==> config.mk <==
export PLATFORM = sky130hd
export DESIGN_NAME = nbp_host
export DESIGN_NICKNAME = d
export VERILOG_FILES = /design/src/logic/nbp_pkg.sv /design/src/logic/nbp_host.sv /design/src/logic/nbp_bus_cycle.sv
export SDC_FILE = /design/constraint.sdc
export NUM_CORES = 1
export LEC_CHECK = 0
export ABC_CLOCK_PERIOD_IN_PS = 3500
export BUFFER_PORTS_ARGS = -buffer_cell sky130_fd_sc_hd__buf_2
export CORE_ASPECT_RATIO = 1.4
export CORE_UTILIZATION = 40
export DETAILED_ROUTE_END_ITERATION = 7
export SLEW_MARGIN = 20
export SYNTH_ARGS = -nofsm -noshare
export SYNTH_HDL_FRONTEND = slang
export SYNTH_SLANG_ARGS = --single-unit
==> constraint.sdc <==
create_clock -name mclk -period 3.5 [get_ports mclk]
set_input_delay 0.35 -clock mclk [delete_from_list [all_inputs] [get_ports mclk]]
set_output_delay 0.35 -clock mclk [all_outputs]
set_load 0.05 [all_outputs]
==> src/logic/nbp_pkg.sv <==
// package: command codes, bus timing and sequence constants for the flash host controller
package nbp_pkg;
  localparam int          NBP_AW           = 23;
  localparam int          NBP_DW           = 16;
  localparam int          NBP_BUF_WORDS    = 32;
  localparam int          NBP_PAGE_BITS    = 5;
  localparam int          NBP_BLK_BITS     = 16;
  localparam logic [15:0] NBP_UNLOCK1_ADDR = 16'h0555;
  localparam logic [15:0] NBP_UNLOCK2_ADDR = 16'h02aa;
  localparam logic [15:0] NBP_UNLOCK1_DATA = 16'h00aa;
  localparam logic [15:0] NBP_UNLOCK2_DATA = 16'h0055;
  localparam logic [15:0] NBP_CMD_BYPASS   = 16'h0020;
  localparam logic [15:0] NBP_CMD_BYP_RST1 = 16'h0090;
  localparam logic [15:0] NBP_CMD_BYP_RST2 = 16'h0000;
  localparam logic [15:0] NBP_CMD_PROGRAM  = 16'h00a0;
  localparam logic [15:0] NBP_CMD_WRBUF    = 16'h0025;
  localparam logic [15:0] NBP_CMD_CONFIRM  = 16'h0029;
  localparam logic [15:0] NBP_CMD_RESET    = 16'h00f0;
  localparam logic [15:0] NBP_CMD_SUSPEND  = 16'h00b0;
  localparam logic [15:0] NBP_CMD_RESUME   = 16'h0030;
  localparam int          NBP_POLL_BIT     = 7;
  localparam int          NBP_TOGGLE_BIT   = 6;
  localparam int          NBP_FAIL_BIT     = 5;
  localparam int          NBP_ABORT_BIT    = 1;
  // strobe timing: printed in ns, converted at 4 ns per mclk
  localparam int          NBP_CLK_NS       = 4;
  localparam int          NBP_T_SETUP_NS   = 20;
  localparam int          NBP_T_PULSE_NS   = 40;
  localparam int          NBP_T_READ_NS    = 80;
  localparam logic [5:0]  NBP_SETUP_CYC    = 6'((NBP_T_SETUP_NS + NBP_CLK_NS - 1) / NBP_CLK_NS);
  localparam logic [5:0]  NBP_PULSE_CYC    = 6'((NBP_T_PULSE_NS + NBP_CLK_NS - 1) / NBP_CLK_NS);
  localparam logic [5:0]  NBP_READ_CYC     = 6'((NBP_T_READ_NS + NBP_CLK_NS - 1) / NBP_CLK_NS);
  typedef enum logic [1:0] {NBP_OP_IDLE, NBP_OP_WRITE, NBP_OP_READ} nbp_op_t;
  typedef enum logic [3:0] {
    NBP_C_BYPASS_ON, NBP_C_BYPASS_OFF, NBP_C_PROGRAM, NBP_C_BUFFER,
    NBP_C_RESET, NBP_C_ABORT_RESET, NBP_C_SUSPEND, NBP_C_RESUME
  } nbp_cmd_t;
endpackage

==> src/logic/nbp_host.sv <==
// host controller issuing bypass, program and buffered program sequences to a nor flash
`timescale 1ns/1ns
module nbp_host
  import nbp_pkg::*;
#(
  parameter int BUF_WORDS = NBP_BUF_WORDS
)(
  input  wire logic              mclk,
  input  wire logic              rst_b,
  input  wire logic              cmd_valid,
  input  wire nbp_cmd_t          cmd,
  input  wire logic [NBP_AW-1:0] cmd_addr,
  input  wire logic [NBP_DW-1:0] cmd_data,
  input  wire logic [5:0]        cmd_count,
  input  wire logic              vpp_high,
  input  wire logic              load_valid,
  input  wire logic [NBP_AW-1:0] load_addr,
  input  wire logic [NBP_DW-1:0] load_data,
  input  wire logic [NBP_DW-1:0] dq_in,
  output logic                   cmd_ready,
  output logic                   load_ready,
  output logic                   busy,
  output logic                   op_done,
  output logic                   op_fail,
  output logic                   op_abort,
  output logic                   op_refused,
  output logic                   bypass_mode,
  output logic [NBP_AW-1:0]      flash_addr,
  output logic [NBP_DW-1:0]      dq_out,
  output logic                   dq_oe,
  output logic                   ce_b,
  output logic                   oe_b,
  output logic                   we_b
);
  typedef enum logic [2:0] {NBP_H_IDLE, NBP_H_WRITE, NBP_H_LOAD, NBP_H_POLL1,
                            NBP_H_POLL2} nbp_hst_t;
  nbp_hst_t          st, next_st;
  nbp_cmd_t          cur, next_cur;
  logic [2:0]        step, next_step;
  logic [5:0]        left, next_left;
  logic              byp, next_byp;
  logic              cstart, next_cstart;
  logic              cwr, next_cwr;
  logic              rchk, next_rchk;
  logic [NBP_AW-1:0] caddr, next_caddr, base, next_base;
  logic [NBP_DW-1:0] cdata, next_cdata, tgt, next_tgt, prev, next_prev;
  logic              next_cmd_ready, next_load_ready, next_busy, next_op_done;
  logic              next_op_fail, next_op_abort, next_op_refused;
  logic              cdone;
  logic [NBP_DW-1:0] crdata;

  function automatic logic [NBP_AW-1:0] unl(input logic [15:0] a);
    return {{(NBP_AW-16){1'b0}}, a};
  endfunction
  function automatic logic same_page(input logic [NBP_AW-1:0] a, input logic [NBP_AW-1:0] b);
    return a[NBP_AW-1:NBP_PAGE_BITS] == b[NBP_AW-1:NBP_PAGE_BITS];
  endfunction

  nbp_bus_cycle u_cycle (
    .mclk       (mclk),
    .rst_b      (rst_b),
    .start      (cstart),
    .is_write   (cwr),
    .addr       (caddr),
    .wdata      (cdata),
    .dq_in      (dq_in),
    .done       (cdone),
    .rdata      (crdata),
    .flash_addr (flash_addr),
    .dq_out     (dq_out),
    .dq_oe      (dq_oe),
    .ce_b       (ce_b),
    .oe_b       (oe_b),
    .we_b       (we_b)
  );

  always_comb begin
    logic       eff_byp;
    logic       more;
    logic       aborted;
    eff_byp = byp | vpp_high;
    more = 1'b0;
    aborted = crdata[NBP_ABORT_BIT] && crdata[NBP_POLL_BIT] != tgt[NBP_POLL_BIT];
    next_st = st;
    next_cur = cur;
    next_step = step;
    next_left = left;
    next_byp = byp;
    next_cstart = 1'b0;
    next_cwr = cwr;
    next_rchk = rchk;
    next_caddr = caddr;
    next_cdata = cdata;
    next_base = base;
    next_tgt = tgt;
    next_prev = prev;
    next_cmd_ready = 1'b0;
    next_load_ready = 1'b0;
    next_busy = busy;
    next_op_done = 1'b0;
    next_op_fail = 1'b0;
    next_op_abort = 1'b0;
    next_op_refused = 1'b0;
    case (st)
      NBP_H_IDLE: begin
        next_cmd_ready = 1'b1;
        if (cmd_valid && cmd_ready) begin
          next_cmd_ready = 1'b0;
          // bypass allows only its own command set; the rest is refused here
          if ((eff_byp && (cmd == NBP_C_BYPASS_ON || cmd == NBP_C_SUSPEND ||
                           cmd == NBP_C_RESUME)) ||
              (!eff_byp && cmd == NBP_C_BYPASS_OFF) ||
              (cmd == NBP_C_BUFFER && 7'(cmd_count) + 7'h01 > 7'(BUF_WORDS))) begin
            next_op_refused = 1'b1;
          end else begin
            next_st = NBP_H_WRITE;
            next_cur = cmd;
            next_busy = 1'b1;
            next_base = cmd_addr;
            next_tgt = cmd_data;
            next_left = cmd_count;
            // skip the two unlock writes in bypass mode, except for abort reset
            next_step = (eff_byp && cmd != NBP_C_ABORT_RESET) ? 3'h2 : 3'h0;
            if (cmd == NBP_C_RESET || cmd == NBP_C_SUSPEND || cmd == NBP_C_RESUME)
              next_step = 3'h2;
            next_cstart = 1'b1;
            next_cwr = 1'b1;
          end
        end
      end
      NBP_H_WRITE: if (cdone) begin
        next_step = step + 3'h1;
        next_cstart = 1'b1;
        next_cwr = 1'b1;
        more = 1'b1;
        case (cur)
          NBP_C_BYPASS_ON:   more = step < 3'h2;
          NBP_C_BYPASS_OFF:  more = step < 3'h3;
          NBP_C_PROGRAM:     more = step < 3'h3;
          NBP_C_BUFFER:      more = step < 3'h3 || step == 3'h4;
          NBP_C_ABORT_RESET: more = step < 3'h2;
          default:           more = 1'b0;
        endcase
        if (!more) begin
          next_cstart = 1'b0;
          case (cur)
            NBP_C_BYPASS_ON:  next_byp = 1'b1;
            NBP_C_BYPASS_OFF: next_byp = 1'b0;
            default: ;
          endcase
          if (cur == NBP_C_BUFFER && step != 3'h5) begin
            next_st = NBP_H_LOAD;
            next_step = 3'h0;
            next_load_ready = 1'b1;
          end else if (cur == NBP_C_PROGRAM || cur == NBP_C_BUFFER) begin
            next_st = NBP_H_POLL1;
            next_rchk = 1'b0;
            next_cstart = 1'b1;
            next_cwr = 1'b0;
            next_caddr = base;
          end else begin
            next_st = NBP_H_IDLE;
            next_busy = 1'b0;
            next_op_done = 1'b1;
          end
        end
      end
      NBP_H_LOAD: begin
        // ready only once the previous load write has left the bus
        next_load_ready = load_ready | cdone;
        if (load_valid && load_ready) begin
          // page crossing is refused host-side instead of provoking an abort
          if (!same_page(load_addr, caddr) && step != 3'h0) begin
            next_op_refused = 1'b1;
          end else begin
            next_load_ready = 1'b0;
            next_cstart = 1'b1;
            next_cwr = 1'b1;
            next_caddr = load_addr;
            next_cdata = load_data;
            next_tgt = load_data;
            next_base = load_addr;
            next_step = 3'h1;
            if (left == 6'h00) next_st = NBP_H_WRITE;
            else next_left = left - 6'h01;
            if (left == 6'h00) next_step = 3'h4;
          end
        end
      end
      NBP_H_POLL1: if (cdone) begin
        next_prev = crdata;
        next_cstart = 1'b1;
        next_st = NBP_H_POLL2;
      end
      NBP_H_POLL2: if (cdone) begin
        next_cstart = 1'b1;
        next_prev = crdata;
        if (crdata[NBP_TOGGLE_BIT] == prev[NBP_TOGGLE_BIT]) begin
          // toggle stopped: finished, or a protected target ignored quietly
          next_cstart = 1'b0;
          next_st = NBP_H_IDLE;
          next_busy = 1'b0;
          next_op_done = 1'b1;
        end else if ((aborted || crdata[NBP_FAIL_BIT]) && !rchk) begin
          // last status then first array word can mimic a fault: poll a fresh pair
          next_rchk = 1'b1;
          next_st = NBP_H_POLL1;
        end else if (aborted || crdata[NBP_FAIL_BIT]) begin
          next_cstart = 1'b0;
          next_st = NBP_H_IDLE;
          next_busy = 1'b0;
          next_op_abort = aborted;
          next_op_fail = ~aborted;
        end
      end
      default: next_st = NBP_H_IDLE;
    endcase
    // command word selection for the write steps
    if (st != NBP_H_LOAD && st != NBP_H_POLL1 && st != NBP_H_POLL2 && next_cstart &&
        next_cwr) begin
      case (next_step)
        3'h0: begin next_caddr = unl(NBP_UNLOCK1_ADDR); next_cdata = NBP_UNLOCK1_DATA; end
        3'h1: begin next_caddr = unl(NBP_UNLOCK2_ADDR); next_cdata = NBP_UNLOCK2_DATA; end
        3'h2: begin
          next_caddr = (next_cur == NBP_C_BUFFER || next_cur == NBP_C_SUSPEND ||
                        next_cur == NBP_C_RESUME) ? next_base : unl(NBP_UNLOCK1_ADDR);
          case (next_cur)
            NBP_C_BYPASS_ON:  next_cdata = NBP_CMD_BYPASS;
            NBP_C_BYPASS_OFF: next_cdata = NBP_CMD_BYP_RST1;
            NBP_C_PROGRAM:    next_cdata = NBP_CMD_PROGRAM;
            NBP_C_BUFFER:     next_cdata = NBP_CMD_WRBUF;
            NBP_C_SUSPEND:    next_cdata = NBP_CMD_SUSPEND;
            NBP_C_RESUME:     next_cdata = NBP_CMD_RESUME;
            default:          next_cdata = NBP_CMD_RESET;
          endcase
        end
        3'h3: begin
          next_caddr = next_base;
          next_cdata = (next_cur == NBP_C_BUFFER) ? NBP_DW'(next_left) :
                       (next_cur == NBP_C_BYPASS_OFF) ? NBP_CMD_BYP_RST2 : next_tgt;
        end
        default: begin next_caddr = next_base; next_cdata = NBP_CMD_CONFIRM; end
      endcase
    end
  end

  always_ff @(posedge mclk or negedge rst_b) begin
    if (!rst_b) begin
      st <= NBP_H_IDLE;
      cur <= NBP_C_RESET;
      step <= 3'h0;
      left <= 6'h00;
      byp <= 1'b0;
      cstart <= 1'b0;
      cwr <= 1'b0;
      rchk <= 1'b0;
      caddr <= '0;
      cdata <= '0;
      base <= '0;
      tgt <= '0;
      prev <= '0;
      cmd_ready <= 1'b0;
      load_ready <= 1'b0;
      busy <= 1'b0;
      op_done <= 1'b0;
      op_fail <= 1'b0;
      op_abort <= 1'b0;
      op_refused <= 1'b0;
      bypass_mode <= 1'b0;
    end else begin
      st <= next_st;
      cur <= next_cur;
      step <= next_step;
      left <= next_left;
      byp <= next_byp;
      cstart <= next_cstart;
      cwr <= next_cwr;
      rchk <= next_rchk;
      caddr <= next_caddr;
      cdata <= next_cdata;
      base <= next_base;
      tgt <= next_tgt;
      prev <= next_prev;
      cmd_ready <= next_cmd_ready;
      load_ready <= next_load_ready;
      busy <= next_busy;
      op_done <= next_op_done;
      op_fail <= next_op_fail;
      op_abort <= next_op_abort;
      op_refused <= next_op_refused;
      bypass_mode <= next_byp | vpp_high;
    end
  end
endmodule // nbp_host

==> src/logic/nbp_bus_cycle.sv <==
// one asynchronous flash bus cycle: write or read with strobe timing
`timescale 1ns/1ns
module nbp_bus_cycle
  import nbp_pkg::*;
(
  input  wire logic              mclk,
  input  wire logic              rst_b,
  input  wire logic              start,
  input  wire logic              is_write,
  input  wire logic [NBP_AW-1:0] addr,
  input  wire logic [NBP_DW-1:0] wdata,
  input  wire logic [NBP_DW-1:0] dq_in,
  output logic                   done,
  output logic [NBP_DW-1:0]      rdata,
  output logic [NBP_AW-1:0]      flash_addr,
  output logic [NBP_DW-1:0]      dq_out,
  output logic                   dq_oe,
  output logic                   ce_b,
  output logic                   oe_b,
  output logic                   we_b
);
  typedef enum logic [1:0] {NBP_B_IDLE, NBP_B_SETUP, NBP_B_PULSE, NBP_B_HOLD} nbp_bst_t;
  nbp_bst_t          st, next_st;
  logic [5:0]        cnt, next_cnt;
  logic              wr, next_wr;
  logic              next_done, next_ce_b, next_oe_b, next_we_b, next_dq_oe;
  logic [NBP_AW-1:0] next_flash_addr;
  logic [NBP_DW-1:0] next_dq_out, next_rdata;

  always_comb begin
    next_st = st;
    next_cnt = cnt;
    next_wr = wr;
    next_done = 1'b0;
    next_ce_b = ce_b;
    next_oe_b = oe_b;
    next_we_b = we_b;
    next_dq_oe = dq_oe;
    next_flash_addr = flash_addr;
    next_dq_out = dq_out;
    next_rdata = rdata;
    case (st)
      NBP_B_IDLE: if (start) begin
        next_st = NBP_B_SETUP;
        next_wr = is_write;
        next_flash_addr = addr;
        next_dq_out = wdata;
        next_dq_oe = is_write;
        next_ce_b = 1'b0;
        next_cnt = NBP_SETUP_CYC;
      end
      NBP_B_SETUP: if (cnt <= 6'h01) begin
        next_st = NBP_B_PULSE;
        next_we_b = ~wr;
        next_oe_b = wr;
        next_cnt = wr ? NBP_PULSE_CYC : NBP_READ_CYC;
      end else next_cnt = cnt - 6'h01;
      NBP_B_PULSE: if (cnt <= 6'h01) begin
        next_st = NBP_B_HOLD;
        next_we_b = 1'b1;
        next_oe_b = 1'b1;
        if (!wr) next_rdata = dq_in;
        next_cnt = NBP_SETUP_CYC;
      end else next_cnt = cnt - 6'h01;
      NBP_B_HOLD: if (cnt <= 6'h01) begin
        // data held past we rise so the latch edge sees stable data
        next_st = NBP_B_IDLE;
        next_ce_b = 1'b1;
        next_dq_oe = 1'b0;
        next_done = 1'b1;
      end else next_cnt = cnt - 6'h01;
      default: next_st = NBP_B_IDLE;
    endcase
  end

  always_ff @(posedge mclk or negedge rst_b) begin
    if (!rst_b) begin
      st <= NBP_B_IDLE;
      cnt <= 6'h00;
      wr <= 1'b0;
      done <= 1'b0;
      ce_b <= 1'b1;
      oe_b <= 1'b1;
      we_b <= 1'b1;
      dq_oe <= 1'b0;
      flash_addr <= '0;
      dq_out <= '0;
      rdata <= '0;
    end else begin
      st <= next_st;
      cnt <= next_cnt;
      wr <= next_wr;
      done <= next_done;
      ce_b <= next_ce_b;
      oe_b <= next_oe_b;
      we_b <= next_we_b;
      dq_oe <= next_dq_oe;
      flash_addr <= next_flash_addr;
      dq_out <= next_dq_out;
      rdata <= next_rdata;
    end
  end
endmodule // nbp_bus_cycle

==> results.sh, run 1 <==
export IMPL_status="complete, but fails checks"
export IMPL_violations="hold timing"
export IMPL_yosysSeqAreaShare_pct=46.3
export IMPL_synth_enable_flop_cells=0
export IMPL_finalSetupTns_ps=0
export IMPL_p_sw_share_pct=42.5
export IMPL_netlist_instances=896
export IMPL_fin_crit_ps=3270
export IMPL_power_frac_seq_pct=34.3
export IMPL_syn_num_nets=1016
export IMPL_r2r_cells=10
export IMPL_viasPerCell=5.50
export IMPL_p_clk_share_pct=21.7
export IMPL_p_leak_nw=5.15
export IMPL_ys_warn_count=0
export IMPL_cts_made_buffers=17
export IMPL_overflow=0
export IMPL_peakVddDrop_mv=0.429
export IMPL_die_h_um=178
export IMPL_num_rows=64
export IMPL_avgSynthCellArea_um2=9.90
export IMPL_path_class="reg2reg"
export IMPL_tightest_slew_ps=1050
export IMPL_drc_errors=0
export IMPL_synthesis_area_mm2=0.00887
export IMPL_die_width_um=128
export IMPL_grt_pass1_vias=7371
export IMPL_postRouteAntennaNets=0
export IMPL_finalSetupViolations=0
export IMPL_yosys_area_top_type="dfrtp_1"
export IMPL_r2r_end="caddr[9]$_DFFE_PN0P_"
export IMPL_area_growth_pct=19.9
export IMPL_die_area_mm2=0.0228
export IMPL_clock_skew_ps=11.2
export IMPL_nets=1164
export IMPL_final_common_cell="dfrtp_1"
export IMPL_crit_start="caddr[8]$_DFFE_PN0P_"
export IMPL_core_area_mm2=0.0218
export IMPL_synth_top_area_share_pct=45.1
export IMPL_fmax_mhz=306
export IMPL_max_slew_margin_rel_pct=29.5
export IMPL_cts_tree="yes"
export IMPL_drtIter0Drc=430
export IMPL_timing_hold_ws_ps=-48.5
export IMPL_p_switching_mw=3.86
export IMPL_async_flop_share_pct=100
export IMPL_synth_ff_type="dfrtp_1"
export IMPL_setup_worst_path_end="caddr[9]$_DFFE_PN0P_"
export IMPL_maxCapViolations=0
export IMPL_cp_arrival_ps=3580
export IMPL_cts_max_level=4
export IMPL_powerDensity_mw_per_mm2=854
export IMPL_post_cts_setup_buffer_count=0
export IMPL_clk_latency_ps=440
export IMPL_ios=160
export IMPL_clk_pin_slew_worst_paths_ps=60
export IMPL_ys_top_cells_by_area="dfrtp_1, mux2_2, nand2_1"
export IMPL_first_pass_iters=5
export IMPL_finalMaxSlewViolations=0
export IMPL_critPathMaxFanout=12
export IMPL_grt_pass1_wl_um=39200
export IMPL_rsz0062_at_grt="false"
export IMPL_end_kind="flip-flop"
export IMPL_place_hpwl_um=18100
export IMPL_grt_usage_pct=22.5
export IMPL_ff2ff_setup_slack_ps=230
export IMPL_startpoint_type="flip-flop"
export IMPL_drive_above_1_share_pct=29.0
export IMPL_dr_total_vias=7448
export IMPL_gp_congestion=0.864
export IMPL_hp_class="in2async"
export IMPL_r2r_start="caddr[8]$_DFFE_PN0P_"
export IMPL_ys_seq_elements=164
export IMPL_clock_sinks=164
export IMPL_hold_viol=20
export IMPL_period_share_pct=93.3
export IMPL_p_comb_share_pct=43.9
export IMPL_worst_ep_required_time_ps=3810
export IMPL_fillCellCount=2111
export IMPL_detail_route_wl_per_cell_um=18.4
export IMPL_grt_max_degree=86
export IMPL_final_cell_mix="dfrtp_1, buf_2, nand2_1"
export IMPL_io_buffers=147
export IMPL_wl_um=24900
export IMPL_clock_path_buffers=2
export IMPL_clockRootBuffer="clkbuf_16"
export IMPL_yosys_cell_types_count=86
export IMPL_power_internal_mw=5.22
export IMPL_start_util_pct=40.7
export IMPL_antenna_found_initial=1
through the flow:
step | utilization (%) | power (mW) | setup WS (ps) | instances | area [um^2]
after CTS | 48.8 | 9.13 | 200 | 1354 | 10600
after floorplan | - | 6.00 | 717 | 896 | 8870
after global placement | 45.9 | 7.07 | 117 | 1322 | 10000
after global routing | 48.8 | 9.68 | 135 | 1355 | 10600
after detailed placement | 45.9 | 7.13 | 138 | 1322 | 10000
final | 48.8 | 9.08 | 234 | 1355 | 10600
layout make-up:
cell class	count	area, um^2	area share [%]
Inverter	21	78.8	0.741
Antenna cell	1	2.50	0.0235
Tap cell	297	372	3.50
Clock inverter	14	176	1.66
Clock buffer	18	439	4.13
Multi-Input combinational cell	656	4420	41.6
Sequential cell	164	4110	38.6
Timing Repair Buffer	184	1030	9.71
worst max-delay path, stage by stage (launching register included):
cell and delay [ps]:
dfrtp_1 400, xor2_1 180, nor4_1 330, nand3_1 350, o31ai_4 330, nand4_2 160, a22oi_4 300, inv_2 160
o21a_1 210, o21a_1 300, a221o_1 410
state kept, by name, summed over array words and instances (netlist names), 2 cells and up:
register,flops
caddr,23
u_cycle.rdata,4
cur,4
base,23
tgt,16
step,3
u_cycle.st,2
u_cycle.flash_addr,23
u_cycle.cnt,6
cdata,16
left,6
st,3
u_cycle.dq_out,16
kinds of logic (layout without fill, tap and decap cells):
kind of cell | count (synthesis) | after routing | synth area share, %
adder cells (fa/ha/maj) | 11 | 11 | 1.55
other | 0 | 1 | 0
flip-flops | 164 | 164 | 46.3
buffers and inverters | 76 | 237 | 4.18
AO/OA/AOI/OAI | 269 | 269 | 21.4
XOR/XNOR | 22 | 22 | 2.17
AND/OR/NAND/NOR | 281 | 281 | 15.4
multiplexers | 73 | 73 | 8.92
routing by layer:
metal / GRT usage (%) / wire length, um
met1: 28.0 / 10500
met2: 39.4 / 12800
met3: 3.72 / 1150
met4: 7.79 / 461
met5: 0 / 0
power by group through the flow:
stage | combinational, mW | sequential (mW) | clock (mW)
floorplan | 2.47 | 3.54 | 0
global placement | 3.94 | 3.13 | 0
detailed placement | 3.99 | 3.15 | 0
CTS | 4.00 | 3.12 | 2.02
global route | 4.39 | 3.21 | 2.09
finish | 3.99 | 3.12 | 1.97
cells in the mapped netlist, types with 16 or more instances:
cell	instances
a21oi_1	33
a22oi_1	35
clkbuf_1	32
dfrtp_1	160
inv_1	19
mux2_2	48
mux2i_1	25
nand2_1	134
nand3_1	16
nor2_1	55
o21ai_0	68
xor2_1	18
worst min path at each step:
| stage | to |
|---|---|
| 6_report | u_cycle.cnt[1]$_DFFE_PN0P_ |
| 5_1_grt | u_cycle.cnt[0]$_DFFE_PN0P_ |
| 4_1_cts | u_cycle.cnt[0]$_DFFE_PN0P_ |
| 3_5_place_dp | cmd_ready$_DFF_PN0_ |
| 3_3_place_gp | tgt[3]$_DFF_PN0_ |
| 2_1_floorplan | base[0]$_DFF_PN0_ |
what timing repair did:
| action | in CTS | in global routing |
|---|---|---|
| setup endpoints to repair | 0 | 13 |
| endpoints found under the hold margin | 0 | 0 |
| resized for setup | 0 | 1 |
| hold buffers | 0 | 0 |
No activity file was read; power rests on OpenSTA's default activity.
==> inputs of run 2 (changes only) <==
==> constraint.sdc (replaced) <==
create_clock -name mclk -period 3.5 [get_ports mclk]
set_input_delay 0.175 -clock mclk [delete_from_list [all_inputs] [get_ports mclk]]
set_output_delay 0.175 -clock mclk [all_outputs]
set_load 0.05 [all_outputs]
==> results.sh, run 2 (synthesis gave the netlist of run 1 again) <==
export IMPL_cts_made_buffers=17
export IMPL_core_area_mm2=0.0218
export IMPL_maxCapViolations=0
export IMPL_clk_pin_slew_worst_paths_ps=60
export IMPL_peakVddDrop_mv=0.400
export IMPL_final_cell_mix="dfrtp_1, buf_2, nand2_1"
export IMPL_power_frac_seq_pct=34.6
export IMPL_clock_path_buffers=2
export IMPL_multiInputGateArea_mm2=0.00441
export IMPL_hp_class="in2reg"
export IMPL_rsz0062_at_grt="false"
export IMPL_crit_top_cell="buf_4"
export IMPL_dr_total_vias=7452
export IMPL_grt_usage_pct=22.7
export IMPL_nets=1174
export IMPL_cp_slowest_cell="a21oi_1"
export IMPL_largestRegisters="base (23), caddr (23), u_cycle.flash_addr (23)"
export IMPL_detail_route_wl_per_cell_um=18.3
export IMPL_path_cells="dlygate4sd3_1, buf_2, nor2_1, and4b_4, or3_1, nor3_4, buf_4, a21oi_1, buf_4, o21ai_0, a32oi_1, nand2_1"
export IMPL_finalMaxSlewViolations=0
export IMPL_finalSetupTns_ps=0
export IMPL_p_switching_mw=3.82
export IMPL_end_kind="flip-flop"
export IMPL_drc_errors=0
export IMPL_timing_hold_ws_ps=8.64
export IMPL_io_buffers=147
export IMPL_clock_skew_ps=8.59
export IMPL_power_internal_mw=5.21
export IMPL_hold_viol=0
export IMPL_worst_ep_required_time_ps=3810
export IMPL_powerDensity_mw_per_mm2=843
export IMPL_gp_congestion=0.888
export IMPL_p_clk_share_pct=21.4
export IMPL_die_h_um=178
export IMPL_startpoint_type="primary input"
export IMPL_die_area_mm2=0.0228
export IMPL_period_share_pct=91.0
export IMPL_seq_area_mm2=0.00411
export IMPL_wl_um=24900
export IMPL_p_sw_share_pct=42.3
export IMPL_place_hpwl_um=18000
export IMPL_grt_max_degree=96
export IMPL_antenna_found_initial=1
export IMPL_grt_pass1_vias=7357
export IMPL_start_util_pct=40.7
export IMPL_finalInstanceArea_mm2=0.0107
export IMPL_total_power_mw=9.04
export IMPL_cts_tree="yes"
export IMPL_fillCellCount=2104
export IMPL_drtIter0Drc=614
export IMPL_fin_crit_ps=3190
export IMPL_area_growth_pct=20.8
export IMPL_cp_slowest_stage_delay_ps=570
export IMPL_place_ws_ps=401
export IMPL_status="finished, final reports clean"
export IMPL_ios=160
export IMPL_placed_cell_area_mm2=0.00997
export IMPL_cp_arrival_ps=3500
export IMPL_final_common_cell="dfrtp_1"
export IMPL_fmax_mhz=314
export IMPL_tightest_slew_ps=1030
export IMPL_dpl_cell_count=1318
export IMPL_first_pass_iters=5
export IMPL_cp_top_family="buffers and inverters"
export IMPL_clock_sinks=164
export IMPL_num_rows=64
export IMPL_overflow=0
export IMPL_die_width_um=128
export IMPL_grt_pass1_wl_um=39500
export IMPL_p_comb_share_pct=44.0
export IMPL_worst_slack_ps=314
export IMPL_cts_max_level=4
export IMPL_max_slew_margin_rel_pct=31.3
export IMPL_drive_above_1_share_pct=28.1
export IMPL_critPathMaxFanout=18
export IMPL_finalSetupViolations=0
export IMPL_p_leak_nw=5.19
export IMPL_path_class="in2reg"
export IMPL_cts_resized=0
export IMPL_final_util_pct=49.2
export IMPL_stdcell_count=1365
export IMPL_viasPerCell=5.46
export IMPL_clockRootBuffer="clkbuf_16"
export IMPL_clk_latency_ps=440
export IMPL_cp_num_buf_inv=4
export IMPL_postRouteAntennaNets=0
==> run 2: power groups by stage <==
stage	logic, mW	registers (mW)	clock network, mW
2_1_floorplan	2.47	3.54	0
3_3_place_gp	3.91	3.14	0
3_5_place_dp	3.96	3.15	0
4_1_cts	3.99	3.13	1.96
5_1_grt	4.37	3.22	2.04
6_report	3.98	3.13	1.93
==> run 2: metal layers <==
layer | up-vias | GRT usage (%) | share of wire, %
met5 | - | 0 | 0
met4 | 0 | 8.63 | 2.3
met3 | 34 | 3.90 | 3.3
met2 | 165 | 38.5 | 51
met1 | 3662 | 28.7 | 44
li1 | 3591 | - | -
==> run 2: final timing paths <==
path | endpoint | slack (ps) | depth (start not counted) | start
setup / recovery | caddr[4]$_DFFE_PN0P_ | 310 | 12 | cmd[2]
hold / removal | base[14]$_DFF_PN0_ | 9 | 3 | cmd_addr[14]
setup reg to reg | caddr[20]$_DFFE_PN0P_ | 410 | 11 | caddr[7]$_DFFE_PN0P_
hold reg to reg | cmd_ready$_DFF_PN0_ | 470 | 1 | cmd_ready$_DFF_PN0_
max in group asynchronous | caddr[0]$_DFFE_PN0P_ | 2190 | 3 | rst_b
min in group asynchronous | u_cycle.flash_addr[3]$_DFFE_PN0P_ | 390 | 2 | rst_b
==> run 2: timing repair <==
item | CTS | global route
buffers inserted | 0 | 0
hold buffers | 14 | 0
endpoints found under the hold margin | 102 | 0
==> run 2: worst register-to-register path: stages (launching register included) <==
cell       delay (ps)
dfrtp_1           420
xor2_1            190
nor4_2            390
nand3_2           210
o31ai_4           300
nand4_2           160
a22oi_4           300
inv_2             160
o21a_1            210
o21a_1            260
buf_4             240
o2bb2ai_1         150
==> run 2: area by class of cell <==
type	instances	area share, %
antenna	1	0.0234
timing repair buffer	194	10.7
clock buffer	20	4.17
clock inverter	12	1.44
sequential	164	38.3
tap	297	3.47
multi-input combinational	656	41.2
inverter	21	0.736
